<file path="config.mk">
export PLATFORM = sky130hd
export DESIGN_NAME = card_slot_control_status
export DESIGN_NICKNAME = d
export VERILOG_FILES = /design/src/core/slot_regs_pkg.sv /design/src/core/card_slot_control_status.sv /design/src/core/sticky_flag_bank.sv /design/src/core/slot_control_reg.sv
export SDC_FILE = /design/constraint.sdc
export NUM_CORES = 1
export LEC_CHECK = 0
export BUFFER_PORTS_ARGS = -buffer_cell sky130_fd_sc_hd__buf_2
export CAP_MARGIN = 5
export CORE_MARGIN = 4
export CORE_UTILIZATION = 40
export CTS_BUF_LIST = sky130_fd_sc_hd__clkbuf_8
export DETAILED_ROUTE_END_ITERATION = 8
export HOLD_SLACK_MARGIN = 0.15
export PLACE_DENSITY = 0.66
export SYNTH_ARGS = -nofsm -noshare
export SYNTH_HDL_FRONTEND = slang
export SYNTH_SLANG_ARGS = --single-unit
</file>
<file path="constraint.sdc">
create_clock -name sys_clk_i -period 6.3 [get_ports sys_clk_i]
set_input_delay 0.945 -clock sys_clk_i [delete_from_list [all_inputs] [get_ports sys_clk_i]]
set_output_delay 0.945 -clock sys_clk_i [all_outputs]
set_load 0.02 [all_outputs]
</file>
<file path="src/core/slot_regs_pkg.sv">
// constants shared by the card slot control and status block
// assumes one byte-wide register port already decoded from the serial host link
package slot_regs_pkg;

  // register port geometry
  localparam int ADDR_W = 8;
  localparam int DATA_W = 8;

  // register addresses on the byte port
  localparam logic [ADDR_W-1:0] SLOT_REG0_ADDR = 8'h40; // status on read, control on write
  localparam logic [ADDR_W-1:0] PAGE_SEL_ADDR = 8'h48; // page select byte

  // page select values
  localparam logic [DATA_W-1:0] PAGE_SLOT_BASE = 8'h01; // slot 1, next slot follows
  localparam logic [DATA_W-1:0] PAGE_SEL_RESET = 8'h00;

  // status byte bit positions
  localparam int ST_ACTIVE = 7;
  localparam int ST_EARLY = 6;
  localparam int ST_MUTE = 5;
  localparam int ST_OVERLOAD = 4;
  localparam int ST_SUPPLY = 3;
  localparam int ST_FALLBACK = 2;
  localparam int ST_CHANGE = 1;
  localparam int ST_PRESENT = 0;

  // sticky flag vector layout: change, supply, overload, mute, early
  localparam int NUM_FLAGS = 5;
  localparam int FL_CHANGE = 0;
  localparam int FL_SUPPLY = 1;
  localparam int FL_OVERLOAD = 2;
  localparam int FL_MUTE = 3;
  localparam int FL_EARLY = 4;
  // supply fault flag stands after power-on until first status read
  localparam logic [NUM_FLAGS-1:0] FLAGS_RESET = 5'h02;

  // control byte bit positions
  localparam int CT_LOW_V = 7;
  localparam int CT_IO_CONNECT = 6;
  localparam int CT_VIEW_HI = 5;
  localparam int CT_VIEW_LO = 4;
  localparam int CT_PARK = 3;
  localparam int CT_HIGH_V = 2;
  localparam int CT_WARM = 1;
  localparam int CT_START = 0;
  localparam logic [DATA_W-1:0] CTRL_RESET = 8'h00;

  // supply selection code driven to the regulator
  localparam logic [1:0] VCC_OFF = 2'h0;
  localparam logic [1:0] VCC_1V8 = 2'h1;
  localparam logic [1:0] VCC_3V = 2'h2;
  localparam logic [1:0] VCC_5V = 2'h3;

  // sequencing step lengths in cycles
  localparam int SEQ_CNT_W = 8;
  localparam logic [SEQ_CNT_W-1:0] ACT_CYCLES_DEF = 8'h10;
  localparam logic [SEQ_CNT_W-1:0] DEACT_CYCLES_DEF = 8'h10;

  // card session sequencer states
  typedef enum logic [1:0] {
    SLOT_IDLE,
    SLOT_ACTIVATING,
    SLOT_ACTIVE,
    SLOT_DEACTIVATING
  } slot_state_e;

endpackage

</file>
<file path="src/core/card_slot_control_status.sv">
// Operation
// - status bit 7 shows card active
// - bit 6 latches early answer, read clears
// - bit 5 latches missing answer, read clears
// - bit 4 latches session overload, read clears
// - bit 3 latches supervisor fault, read clears
// - bit 2 shows fallback clock in power-down
// - bit 1 latches insertion or removal, read clears
// - bit 0 shows card present
// - low select forces 1.8 V, else 5/3 V
// - voltage bits locked while start is set
// - io connect links host and card pins
// - park select picks parked or divided clock
// - park bit locked in sync mode while started
// - writing warm bit while start is set starts warm reset
// - warm bit drops on start bit or mute
// - start begins activation only when fault-free, present
// - writing start zero begins deactivation
// - interrupt low while any latched flag stands
// - view field picks second register view
// - page select 01h/02h picks slot
//
// card slot control and status registers for the main card slots
// assumes a decoded byte register port, synchronous card side inputs,
// and external pull-ups on the open-drain io pins
`timescale 1ns/1ps
module card_slot_control_status #(
  parameter int NUM_SLOTS = 2,
  parameter logic [slot_regs_pkg::SEQ_CNT_W-1:0] ACT_CYCLES = slot_regs_pkg::ACT_CYCLES_DEF,
  parameter logic [slot_regs_pkg::SEQ_CNT_W-1:0] DEACT_CYCLES = slot_regs_pkg::DEACT_CYCLES_DEF
) (
  input wire logic sys_clk_i,
  input wire logic rst_i,
  // register port
  input wire logic [slot_regs_pkg::ADDR_W-1:0] reg_addr_i,
  input wire logic reg_wr_i,
  input wire logic reg_rd_i,
  input wire logic [slot_regs_pkg::DATA_W-1:0] reg_wdata_i,
  output logic [slot_regs_pkg::DATA_W-1:0] reg_rdata_o,
  output logic interrupt_out_n_o,
  // per-slot card side status inputs
  input wire logic [NUM_SLOTS-1:0] card_inserted_level_i,
  input wire logic [NUM_SLOTS-1:0] atr_early_i,
  input wire logic [NUM_SLOTS-1:0] atr_mute_i,
  input wire logic [NUM_SLOTS-1:0] overload_i,
  input wire logic [NUM_SLOTS-1:0] supervisor_fault_i,
  input wire logic [NUM_SLOTS-1:0] fallback_clock_i,
  input wire logic [NUM_SLOTS-1:0] card_start_bit_i,
  input wire logic [NUM_SLOTS-1:0] sync_mode_i,
  // per-slot controls
  output logic [2*NUM_SLOTS-1:0] vcc_sel_o,
  output logic [NUM_SLOTS-1:0] card_active_o,
  output logic [NUM_SLOTS-1:0] clock_park_select_o,
  output logic [2*NUM_SLOTS-1:0] view_select_o,
  output logic [NUM_SLOTS-1:0] warm_reset_o,
  // open-drain io pins, oe low means driving low
  input wire logic [NUM_SLOTS-1:0] host_io_pin_i,
  output logic [NUM_SLOTS-1:0] host_io_pin_o,
  output logic [NUM_SLOTS-1:0] host_io_pin_oe_n_o,
  input wire logic [NUM_SLOTS-1:0] card_io_pin_i,
  output logic [NUM_SLOTS-1:0] card_io_pin_o,
  output logic [NUM_SLOTS-1:0] card_io_pin_oe_n_o
);
  import slot_regs_pkg::*;

  logic [DATA_W-1:0] page_select; // selected bank page
  logic [NUM_SLOTS-1:0] slot_sel; // page decode per slot
  logic [NUM_SLOTS-1:0] slot_irq; // any latched flag per slot
  logic [DATA_W-1:0] slot_status [NUM_SLOTS]; // live status byte per slot

  // address decode
  wire hit_reg0 = (reg_addr_i == SLOT_REG0_ADDR);
  wire hit_page = (reg_addr_i == PAGE_SEL_ADDR);

  // page select register
  always_ff @(posedge sys_clk_i or posedge rst_i) begin
    if (rst_i) begin
      page_select <= PAGE_SEL_RESET;
    end else if (reg_wr_i & hit_page) begin
      page_select <= reg_wdata_i;
    end
  end

  // read data mux; unmapped pages and addresses read as zero
  logic [DATA_W-1:0] next_rdata;
  always_comb begin
    next_rdata = '0;
    if (hit_page) begin
      next_rdata = page_select;
    end else if (hit_reg0) begin
      for (int i = 0; i < NUM_SLOTS; i++) begin
        if (slot_sel[i]) begin
          next_rdata = slot_status[i];
        end
      end
    end
  end

  // read data held until the next read
  always_ff @(posedge sys_clk_i or posedge rst_i) begin
    if (rst_i) begin
      reg_rdata_o <= '0;
    end else if (reg_rd_i) begin
      reg_rdata_o <= next_rdata;
    end
  end

  // interrupt, low while any slot holds a latched flag
  always_ff @(posedge sys_clk_i or posedge rst_i) begin
    if (rst_i) begin
      interrupt_out_n_o <= 1'b1;
    end else begin
      interrupt_out_n_o <= ~(|slot_irq);
    end
  end

  genvar s;
  generate
    for (s = 0; s < NUM_SLOTS; s++) begin : g_slot
      localparam logic [DATA_W-1:0] MY_PAGE = PAGE_SLOT_BASE + DATA_W'(s);

      slot_state_e state; // session sequencer
      slot_state_e next_state;
      logic [SEQ_CNT_W-1:0] seq_cnt; // step timer
      logic present_q; // presence one cycle ago
      logic [NUM_FLAGS-1:0] flags; // latched events
      logic [NUM_FLAGS-1:0] flag_set; // events this cycle
      logic low_v, high_v, io_conn, park, warm_req, start_req;
      logic [1:0] view;

      // this slot is reached when the page matches
      assign slot_sel[s] = (page_select == MY_PAGE);
      wire ctrl_wr = reg_wr_i & hit_reg0 & slot_sel[s];
      wire status_rd = reg_rd_i & hit_reg0 & slot_sel[s];

      // session phases
      wire in_session = (state != SLOT_IDLE);
      wire powered = (state == SLOT_ACTIVATING) | (state == SLOT_ACTIVE);

      // events feeding the sticky flags
      wire card_inserted_level_change = card_inserted_level_i[s] ^ present_q;
      assign flag_set[FL_CHANGE] = card_inserted_level_change;
      assign flag_set[FL_SUPPLY] = supervisor_fault_i[s];
      assign flag_set[FL_OVERLOAD] = overload_i[s] & in_session;
      assign flag_set[FL_MUTE] = atr_mute_i[s] & powered;
      assign flag_set[FL_EARLY] = atr_early_i[s] & powered;

      // presence history for change detection
      always_ff @(posedge sys_clk_i or posedge rst_i) begin
        if (rst_i) begin
          present_q <= 1'b0;
        end else begin
          present_q <= card_inserted_level_i[s];
        end
      end

      // flags cleared by a status read of this slot, new events kept
      sticky_flag_bank #(
        .WIDTH(NUM_FLAGS),
        .RESET_VAL(FLAGS_RESET)
      ) u_flags (
        .sys_clk_i(sys_clk_i),
        .rst_i(rst_i),
        .set_i(flag_set),
        .clear_i(status_rd),
        .flags_o(flags)
      );

      assign slot_irq[s] = |flags;

      // status byte assembly
      always_comb begin
        slot_status[s] = '0;
        slot_status[s][ST_ACTIVE] = powered;
        slot_status[s][ST_EARLY] = flags[FL_EARLY];
        slot_status[s][ST_MUTE] = flags[FL_MUTE];
        slot_status[s][ST_OVERLOAD] = flags[FL_OVERLOAD];
        slot_status[s][ST_SUPPLY] = flags[FL_SUPPLY];
        slot_status[s][ST_FALLBACK] = fallback_clock_i[s];
        slot_status[s][ST_CHANGE] = flags[FL_CHANGE];
        slot_status[s][ST_PRESENT] = card_inserted_level_i[s];
      end

      // start allowed only with no supply or overload flag and a card in place
      wire start_ok = ~flags[FL_SUPPLY] & ~flags[FL_OVERLOAD] & card_inserted_level_i[s];
      // faults and card removal end the session without software
      wire hw_stop = in_session & (overload_i[s] | supervisor_fault_i[s] | ~card_inserted_level_i[s]);
      wire warm_done = card_start_bit_i[s] | flag_set[FL_MUTE];

      slot_control_reg u_ctrl (
        .sys_clk_i(sys_clk_i),
        .rst_i(rst_i),
        .wr_i(ctrl_wr),
        .wdata_i(reg_wdata_i),
        .start_ok_i(start_ok),
        .sync_mode_i(sync_mode_i[s]),
        .hw_stop_i(hw_stop),
        .warm_done_i(warm_done),
        .low_voltage_select_o(low_v),
        .high_voltage_select_o(high_v),
        .io_connect_o(io_conn),
        .view_select_o(view),
        .clock_park_select_o(park),
        .warm_req_o(warm_req),
        .start_req_o(start_req)
      );

      // sequencer next state; timer runs out at the step length
      wire act_done = (seq_cnt == ACT_CYCLES - 1'b1);
      wire deact_done = (seq_cnt == DEACT_CYCLES - 1'b1);
      always_comb begin
        next_state = state;
        case (state)
          SLOT_IDLE: begin
            if (start_req) begin
              next_state = SLOT_ACTIVATING;
            end
          end
          SLOT_ACTIVATING: begin
            if (!start_req) begin
              next_state = SLOT_DEACTIVATING;
            end else if (act_done) begin
              next_state = SLOT_ACTIVE;
            end
          end
          SLOT_ACTIVE: begin
            if (!start_req) begin
              next_state = SLOT_DEACTIVATING;
            end
          end
          SLOT_DEACTIVATING: begin
            if (deact_done) begin
              next_state = SLOT_IDLE;
            end
          end
          default: begin
            next_state = SLOT_IDLE;
          end
        endcase
      end

      // sequencer state and step timer
      always_ff @(posedge sys_clk_i or posedge rst_i) begin
        if (rst_i) begin
          state <= SLOT_IDLE;
          seq_cnt <= '0;
        end else begin
          state <= next_state;
          seq_cnt <= (next_state != state) ? '0 : seq_cnt + 1'b1;
        end
      end

      // supply code; off outside a powered session
      wire [1:0] next_vcc = !powered ? VCC_OFF :
                            low_v ? VCC_1V8 :
                            high_v ? VCC_5V : VCC_3V;

      // open-drain pass-through, one side at a time drives low;
      // registered, so a one-cycle lag is traded for clean flop outputs
      wire next_card_low = io_conn & ~host_io_pin_i[s] & host_io_pin_oe_n_o[s];
      wire next_host_low = io_conn & ~card_io_pin_i[s] & card_io_pin_oe_n_o[s];

      // slot outputs
      always_ff @(posedge sys_clk_i or posedge rst_i) begin
        if (rst_i) begin
          vcc_sel_o[2*s +: 2] <= VCC_OFF;
          card_active_o[s] <= 1'b0;
          clock_park_select_o[s] <= 1'b0;
          view_select_o[2*s +: 2] <= 2'h0;
          warm_reset_o[s] <= 1'b0;
          card_io_pin_oe_n_o[s] <= 1'b1;
          host_io_pin_oe_n_o[s] <= 1'b1;
        end else begin
          vcc_sel_o[2*s +: 2] <= next_vcc;
          card_active_o[s] <= powered;
          clock_park_select_o[s] <= park;
          view_select_o[2*s +: 2] <= view;
          warm_reset_o[s] <= warm_req;
          card_io_pin_oe_n_o[s] <= ~(next_card_low & ~next_host_low);
          host_io_pin_oe_n_o[s] <= ~(next_host_low & ~next_card_low);
        end
      end

      // driven level is always low; the pull-up gives the high
      always_ff @(posedge sys_clk_i or posedge rst_i) begin
        if (rst_i) begin
          card_io_pin_o[s] <= 1'b0;
          host_io_pin_o[s] <= 1'b0;
        end else begin
          card_io_pin_o[s] <= 1'b0;
          host_io_pin_o[s] <= 1'b0;
        end
      end
    end
  endgenerate

endmodule // card_slot_control_status

</file>
<file path="src/core/sticky_flag_bank.sv">
// bank of latched event flags cleared together by one read strobe
// assumes set and clear are synchronous to sys_clk_i
`timescale 1ns/1ps
module sticky_flag_bank #(
  parameter int WIDTH = 5,
  parameter logic [WIDTH-1:0] RESET_VAL = '0
) (
  input wire logic sys_clk_i,
  input wire logic rst_i,
  input wire logic [WIDTH-1:0] set_i,   // one-cycle event per flag
  input wire logic clear_i,             // status byte read
  output logic [WIDTH-1:0] flags_o      // latched flags
);

  genvar b;
  generate
    for (b = 0; b < WIDTH; b++) begin : g_flag
      // set beats clear so an event during the read is kept
      wire next_flag = set_i[b] | (flags_o[b] & ~clear_i);
      always_ff @(posedge sys_clk_i or posedge rst_i) begin
        if (rst_i) begin
          flags_o[b] <= RESET_VAL[b];
        end else begin
          flags_o[b] <= next_flag;
        end
      end
    end
  endgenerate

endmodule // sticky_flag_bank

</file>
<file path="src/core/slot_control_reg.sv">
// control byte of one slot with its write locks and self-clearing bits
// assumes the caller gates wr_i with address and page decode
`timescale 1ns/1ps
module slot_control_reg
  import slot_regs_pkg::*;
(
  input wire logic sys_clk_i,
  input wire logic rst_i,
  input wire logic wr_i,                                  // control byte write
  input wire logic [slot_regs_pkg::DATA_W-1:0] wdata_i,   // written byte
  input wire logic start_ok_i,                            // no faults and card present
  input wire logic sync_mode_i,                           // synchronous card mode
  input wire logic hw_stop_i,                             // emergency stop of the session
  input wire logic warm_done_i,                           // start bit seen or mute flagged
  output logic low_voltage_select_o,
  output logic high_voltage_select_o,
  output logic io_connect_o,
  output logic [1:0] view_select_o,
  output logic clock_park_select_o,
  output logic warm_req_o,
  output logic start_req_o
);

  // voltage and park locks look at start as it stood before the write
  wire volt_wr = wr_i & ~start_req_o;
  wire park_wr = wr_i & ~(sync_mode_i & start_req_o);
  wire start_set = wr_i & wdata_i[CT_START] & (start_req_o | start_ok_i);
  wire start_clr = hw_stop_i | (wr_i & ~wdata_i[CT_START]);
  wire warm_set = wr_i & wdata_i[CT_WARM] & start_req_o;

  // supply select bits
  always_ff @(posedge sys_clk_i or posedge rst_i) begin
    if (rst_i) begin
      low_voltage_select_o <= CTRL_RESET[CT_LOW_V];
      high_voltage_select_o <= CTRL_RESET[CT_HIGH_V];
    end else if (volt_wr) begin
      low_voltage_select_o <= wdata_i[CT_LOW_V];
      high_voltage_select_o <= wdata_i[CT_HIGH_V];
    end
  end

  // io connect, view select and clock source
  always_ff @(posedge sys_clk_i or posedge rst_i) begin
    if (rst_i) begin
      io_connect_o <= CTRL_RESET[CT_IO_CONNECT];
      view_select_o <= CTRL_RESET[CT_VIEW_HI:CT_VIEW_LO];
      clock_park_select_o <= CTRL_RESET[CT_PARK];
    end else begin
      if (wr_i) begin
        io_connect_o <= wdata_i[CT_IO_CONNECT];
        view_select_o <= wdata_i[CT_VIEW_HI:CT_VIEW_LO];
      end
      if (park_wr) begin
        clock_park_select_o <= wdata_i[CT_PARK];
      end
    end
  end

  // start request; a stop from hardware wins over everything
  always_ff @(posedge sys_clk_i or posedge rst_i) begin
    if (rst_i) begin
      start_req_o <= CTRL_RESET[CT_START];
    end else if (start_clr) begin
      start_req_o <= 1'b0;
    end else if (start_set) begin
      start_req_o <= 1'b1;
    end
  end

  // warm reset request, dropped by hardware when the card answers or stays mute
  always_ff @(posedge sys_clk_i or posedge rst_i) begin
    if (rst_i) begin
      warm_req_o <= CTRL_RESET[CT_WARM];
    end else if (warm_set) begin
      warm_req_o <= 1'b1;
    end else if (warm_done_i | ~start_req_o) begin
      warm_req_o <= 1'b0;
    end
  end

endmodule // slot_control_reg

</file>
### Word-level counts from Yosys, hierarchy flattened

Index checks and enable logic that the tools add are counted.

* register bits after elaboration: 83
* input port bits: 40
* output and inout port bits: 31

* add/subtract/negate cells: 2
* equality and inequality tests: 14
* mux-type cells: 32
* bitwise gates (word level): 109
* reductions and logical operators: 9

Operators with widths (count)
* $and A1 B1 Y1: 57
* $mux W8: 6
* $mux W2: 14
* $not A1 Y1: 26
* $or A1 B1 Y1: 24
* $add A8 B1 Y8 const B: 2
* $eq A8 B4 Y1 const B: 2
* $eq A8 B7 Y1 const B: 2
* $pmux W2 S4: 2
* $reduce_bool A2 Y1: 6
* $mux W1: 10
* $reduce_or A10 Y1: 1
* $eq A2 B2 Y1 const B: 4
* $eq A8 B1 Y1 const B: 1
* $eq A8 B2 Y1 const B: 1
* $eq A2 B1 Y1 const B: 2
* $logic_not A2 Y1: 2
* $ne A2 B2 Y1: 2
* $xor A1 B1 Y1: 2

### Logic depth before layout (Yosys ltp)

* depth after elaboration: 7
* gate-level depth with buffers: 7
* gate-level depth less buffers: 6

### By module

A second synthesis with hierarchy kept.

* cells, all modules: 342
* area total of the unflattened synthesis: 4007.6 sq um

By module, submodules not included
* card_slot_control_status: times used 1, cells an instance 270, area each 2944.1 sq um, seq. area each 1432.6 sq um
* slot_control_reg: times used 2, cells an instance 24, area each 360.3 sq um, seq. area each 200.2 sq um
* sticky_flag_bank: times used 2, cells an instance 12, area each 171.4 sq um, seq. area each 126.4 sq um

### Worst setup path after synthesis

Ideal clock, no wire load.

* path type: input -> register
* from: input reg_addr_i[1] (netlist bit)
* to: register g_slot[1].u_ctrl.high_voltage_select_o
* setup time: 0.125 ns
* arrival time: 2.798 ns
* required time: 6.175 ns
* path slack: 3.377 ns
* stages on the path: 5
* buffers on the path: 1
* cell sequence: or4b_4 or4_1 buf_2 or3_4 mux2_4

* cells in the longest elaborated chain, start to end: 4

Ends and longest elaborated chain
* start: declaration: RTL line card_slot_control_status.sv:35 `input wire logic [slot_regs_pkg::ADDR_W-1:0] reg_addr_i,`
* $eq A8 B7 Y1: RTL line card_slot_control_status.sv:72 `wire hit_reg0 = (reg_addr_i == SLOT_REG0_ADDR);`
* $and A1 B1 Y1 (2 in series): RTL line card_slot_control_status.sv:133 `wire ctrl_wr = reg_wr_i & hit_reg0 & slot_sel[s];`
* $and A1 B1 Y1: RTL line slot_control_reg.sv:25 `wire volt_wr = wr_i & ~start_req_o;`
* end signal: assignment: RTL line slot_control_reg.sv:35 `high_voltage_select_o <= CTRL_RESET[CT_HIGH_V];`
* end signal: assignment: RTL line slot_control_reg.sv:38 `high_voltage_select_o <= wdata_i[CT_HIGH_V];`
* end: declaration: RTL line slot_control_reg.sv:16 `output logic high_voltage_select_o,`

No other way between the ends.
A chain may end at the register's enable or synchronous reset.

### Final worst setup path

* from: input reg_addr_i[1] (netlist bit)
* to: register g_slot[1].u_ctrl.low_voltage_select_o

* cells in the longest elaborated chain, start to end: 4

Ends and longest elaborated chain
* $eq A8 B7 Y1: RTL line card_slot_control_status.sv:72
* $and A1 B1 Y1 (2 in series): RTL line card_slot_control_status.sv:133
* $and A1 B1 Y1: RTL line slot_control_reg.sv:25
* end signal: assignment: RTL line slot_control_reg.sv:34 `low_voltage_select_o <= CTRL_RESET[CT_LOW_V];`
* end signal: assignment: RTL line slot_control_reg.sv:37 `low_voltage_select_o <= wdata_i[CT_LOW_V];`
* end: declaration: RTL line slot_control_reg.sv:15 `output logic low_voltage_select_o,`

No other way between the ends.

==> flow_results.org <==
** Status
- Result of the run :: finished clean

** Drt
- After detailed routing, the average wire length per cell comes to 15.9 um.
- In this run, the number of DRC markers left after iteration 0 of detailed routing was 106.
- Across all layers, the routed design uses roughly 2900 vias.
- In the routed layout, each cell is associated on average with a via count of 5.39.
- Total routed wirelength :: 8430 um
- ANT nets after route :: 0
- Post-route DRC violation count :: 0
- First-pass iteration count of the detailed router :: 4

** Logic synthesis
- Counting distinct cell types in the post-synthesis netlist gives 50.
- Synthesis handed over a netlist of 325 instances.
- After synthesis, the mean cell area works out to 11.7 um^2.
- Area of the mapped netlist :: 0.00380 mm^2
- Flip-flop and latch count after synthesis :: 83
- Of the synthesized area, sequential elements account for between 50 and 60%.
- Predominant post-synthesis flop cell :: sky130_fd_sc_hd__dfrtp_1
- Post-synth ARST share :: 100%
- During synthesis, Yosys emitted a total of 0 warnings.
- Number of enable flip-flop cells after synthesis :: 0

** Timing
- The final count of pins violating max slew came to 0.
- The clock period could shrink to between 2000 and 3000 ps.
- Across the routed clock network, the largest skew measured is 14.8 ps.
- Setup TNS after final layout :: 0 ps
- The number of failing hold endpoints at the final stage was 0.
- Dividing the final minimum period by the clock period gives 43.7%.
- Headroom to the max-slew limit came out at 32.2%.
- Worst Max-Slew Pin Slew :: just over 1000 ps
- Setup violations remaining at the end of the flow were counted as 0.
- Across all setup checks in the final design, the least slack found is ~3500 ps.
- RSZ-0062 raised after global routing :: no
- Based on the critical path, the design can be clocked at up to 0.363 GHz.

** Global route
- Number of global-route vias before repair :: 2829
- Grt met2 use :: 23.4%
- The first global-routing pass estimated about 14000 um of wire.
- Busiest layer in global routing :: met2
- Across every metal layer, demand over resource in global routing totals 15.7%.
- In the global route stage, met1 resource usage came out at approximately 22%.
- GR met3 Demand/Resource :: 3.43%
- Summed over all layers, the global routing overflow is 0.
- Largest net degree at the start of global routing :: 84
- The number of antenna violations at the first check in global routing was 0.

** Critical path
- For the worst setup path, the data required time is 6540 ps.
- STA classifies the critical path endpoint as a flip-flop.
- Of all nets on the critical path, the largest fanout is 6.
- CP arrival :: 2990 ps
- The setup path with the least slack is of type input pin to flip-flop.
- STA classifies the critical path startpoint as an input pin.

** Placed design
- Last weighted congestion value of the routability-driven placer :: a little over 0.8
- Placed standard-cell area :: 0.00426 mm^2
- Estimated wirelength of the detail-placed design :: 6120 um
- Worst setup timing slack at the placement stage :: 3200 ps
- Number of buffers added on ports :: 66

** Layout
- 0 antenna diodes ended up in the layout.
- Cells fill 48.3% of the core in the end.
- Net count of the finished layout :: 446
- Growth of design area from synthesis to finish :: 17.5%
- Layout cells sized above 1 :: 29.2%
- Once layout is done, the placed cells without fillers occupy 0.00446 mm^2.

** CTS
- CTS saw 83 sinks.
- Insertion delay of the later-clocked pin in the worst-skew pair :: 360 ps
- The H-tree generated during clock tree synthesis spans 3 levels.
- The clock passes through at most 2 buffers.
- Buffers inserted by post-CTS timing repair :: 0
- The cell sitting at the root of the clock tree is a sky130_fd_sc_hd__clkbuf_8.
- Buffers inserted to repair hold after CTS numbered 0.
- Gates resized during post-CTS repair numbered 0.
- Register clock-pin slew on the reported worst setup and hold paths :: 100 ps
- CTS tree :: built
- In this run, CTS created clock tree buffers numbering 9.

** Floorplanning
- Core footprint :: a little over 0.009 mm^2
- The die covers 0.0111 mm^2.
- Height of the chip :: 105 um
- Horizontal die dimension :: 105 um
- Initial standard-cell utilization of the core :: between 40 and 50%
- Pin placement for this block handled 71 I/O pins.
- Standard-cell rows :: 35

** Min path
- Worst Hold Class :: flip-flop to flip-flop

** Pwr
- P_leak :: 2.05 nW
- Power per cell area :: 277 mW/mm^2
- VDD sags by at most 0.116 mV.

** Run
- Count of maximum capacitance violations :: 0
==> metrics by stage <==
| stage | std cells | hold WS, ps | power, mW |
|---|---|---|---|
| 2_1_floorplan | 328 | 350 | 0.772 |
| 3_3_place_gp | 514 | 369 | 0.841 |
| 3_5_place_dp | 514 | 363 | 0.849 |
| 4_1_cts | 530 | 381 | 1.25 |
| 5_1_grt | 530 | 404 | 1.31 |
| 6_report | 530 | 371 | 1.24 |
==> synth_stat cells (6+ instances only) <==
| master | instances | share of area [%] |
|---|---|---|
| sky130_fd_sc_hd__nor2_1 | 12 | 1.2 |
| sky130_fd_sc_hd__ha_1 | 10 | 3.3 |
| sky130_fd_sc_hd__nor3_1 | 9 | 1.2 |
| sky130_fd_sc_hd__nor4_1 | 12 | 2.0 |
| sky130_fd_sc_hd__a211oi_1 | 13 | 2.6 |
| sky130_fd_sc_hd__clkbuf_1 | 6 | 0.59 |
| sky130_fd_sc_hd__dfrtp_1 | 76 | 50 |
| sky130_fd_sc_hd__a221o_1 | 7 | 1.8 |
| sky130_fd_sc_hd__a22o_1 | 7 | 1.6 |
| sky130_fd_sc_hd__dfstp_2 | 7 | 4.8 |
| sky130_fd_sc_hd__nand2_1 | 18 | 1.8 |
| sky130_fd_sc_hd__nand3_1 | 8 | 1.1 |
| sky130_fd_sc_hd__xor2_1 | 6 | 1.4 |
| sky130_fd_sc_hd__o2bb2ai_1 | 7 | 1.6 |
| sky130_fd_sc_hd__inv_1 | 13 | 1.3 |
| sky130_fd_sc_hd__mux2_2 | 18 | 5.3 |
| sky130_fd_sc_hd__a21oi_1 | 13 | 1.7 |
| sky130_fd_sc_hd__xnor2_1 | 7 | 1.6 |
| sky130_fd_sc_hd__nand2b_1 | 6 | 0.99 |
==> registers in the layout (all words and copies together), names as in the netlist, 4 cells and up <==
register                     cells
g_slot.seq_cnt                  16
vcc_sel_o                        4
reg_rdata_o                      8
g_slot.u_flags.flags_o          10
page_select                      8
g_slot.state                     4
view_select_o                    4
g_slot.u_ctrl.view_select_o      4
==> path summary, 6_finish.rpt <==
path                                                             startpoint                                                 to  slack, ps  cells past startpoint
hold / removal             g_slot[0].u_ctrl.clock_park_select_o$_DFFE_PP0P_                   clock_park_select_o[0]$_DFF_PP0_        370                      0
min in group asynchronous                                             rst_i                             vcc_sel_o[1]$_DFF_PP0_        890                      3
setup reg to reg                               g_slot[1].state[1]$_DFF_PP0_                     g_slot[1].seq_cnt[0]$_DFF_PP0_       3800                      6
max in group asynchronous                                             rst_i                         reg_rdata_o[7]$_DFFE_PP0P_       4740                      3
setup / recovery                                              reg_addr_i[1]  g_slot[1].u_ctrl.low_voltage_select_o$_DFFE_PP0P_       3550                      5
hold reg to reg            g_slot[0].u_ctrl.clock_park_select_o$_DFFE_PP0P_                   clock_park_select_o[0]$_DFF_PP0_        370                      0
==> final cells by class <==
cell class                      instances  area [um^2]
Clock buffer                            9          124
Clock inverter                          7         80.1
Fill cell                             848         4780
Inverter                               14         53.8
Multi-Input combinational cell        220         1610
Sequential cell                        83         2090
Tap cell                              129          161
Timing Repair Buffer                   68          345
==> cell usage in the layout, fill, tap and decap left out, types with 3 or more instances in the layout <==
cell type and instances:
sky130_fd_sc_hd__dfrtp_1 76, sky130_fd_sc_hd__buf_2 66, sky130_fd_sc_hd__mux2_2 18, sky130_fd_sc_hd__nand2_1 18, sky130_fd_sc_hd__a21oi_1 13, sky130_fd_sc_hd__a211oi_1 13, sky130_fd_sc_hd__nor2_1 12, sky130_fd_sc_hd__nor4_1 12
sky130_fd_sc_hd__inv_1 12, sky130_fd_sc_hd__ha_1 10, sky130_fd_sc_hd__nor3_1 9, sky130_fd_sc_hd__clkbuf_8 9, sky130_fd_sc_hd__nand3_1 8, sky130_fd_sc_hd__o2bb2ai_1 7, sky130_fd_sc_hd__a221o_1 7, sky130_fd_sc_hd__xnor2_1 7
sky130_fd_sc_hd__a22o_1 7, sky130_fd_sc_hd__dfstp_2 7, sky130_fd_sc_hd__nand2b_1 6, sky130_fd_sc_hd__xor2_1 6, sky130_fd_sc_hd__or3_1 5, sky130_fd_sc_hd__nor2b_1 5, sky130_fd_sc_hd__or4_1 4, sky130_fd_sc_hd__nand4_1 4
sky130_fd_sc_hd__and3_1 4, sky130_fd_sc_hd__o22ai_1 4, sky130_fd_sc_hd__a21o_1 4, sky130_fd_sc_hd__conb_1 4, sky130_fd_sc_hd__inv_6 4, sky130_fd_sc_hd__nor4b_1 3, sky130_fd_sc_hd__a32oi_1 3, sky130_fd_sc_hd__a31oi_1 3
==> worst max-delay path, stage by stage <==
cell and delay, ps:
sky130_fd_sc_hd__buf_2 100, sky130_fd_sc_hd__or4b_4 530, sky130_fd_sc_hd__or4_1 670, sky130_fd_sc_hd__or3_4 440, sky130_fd_sc_hd__mux2_4 300
==> power by group <==
part	leakage (nW)	internal, mW	switching, mW
registers	1.07	0.560	0.0264
logic	0.879	0.0910	0.161
clock network	0.0973	0.189	0.208
total	2.05	0.840	0.395
==> logic make-up (layout without fill, tap and decap cells) <==
logic type | Yosys count | after routing | share of synthesized area (%)
AO/OA/AOI/OAI | 77 | 77 | 15.4
XOR/XNOR | 13 | 13 | 3.00
adder cells (fa/ha/maj) | 10 | 10 | 3.30
buffers and inverters | 25 | 98 | 2.90
flip-flops | 83 | 83 | 54.9
multiplexers | 22 | 22 | 6.66
other | 1 | 4 | 0.0988
AND/OR/NAND/NOR | 94 | 94 | 13.7
==> routing by layer <==
metal,vias up,wire length (um)
li1,1357,-
met1,1399,3830
met2,87,3930
met3,12,486
met4,0,185
met5,-,0
(Power assumes the default switching activity.)
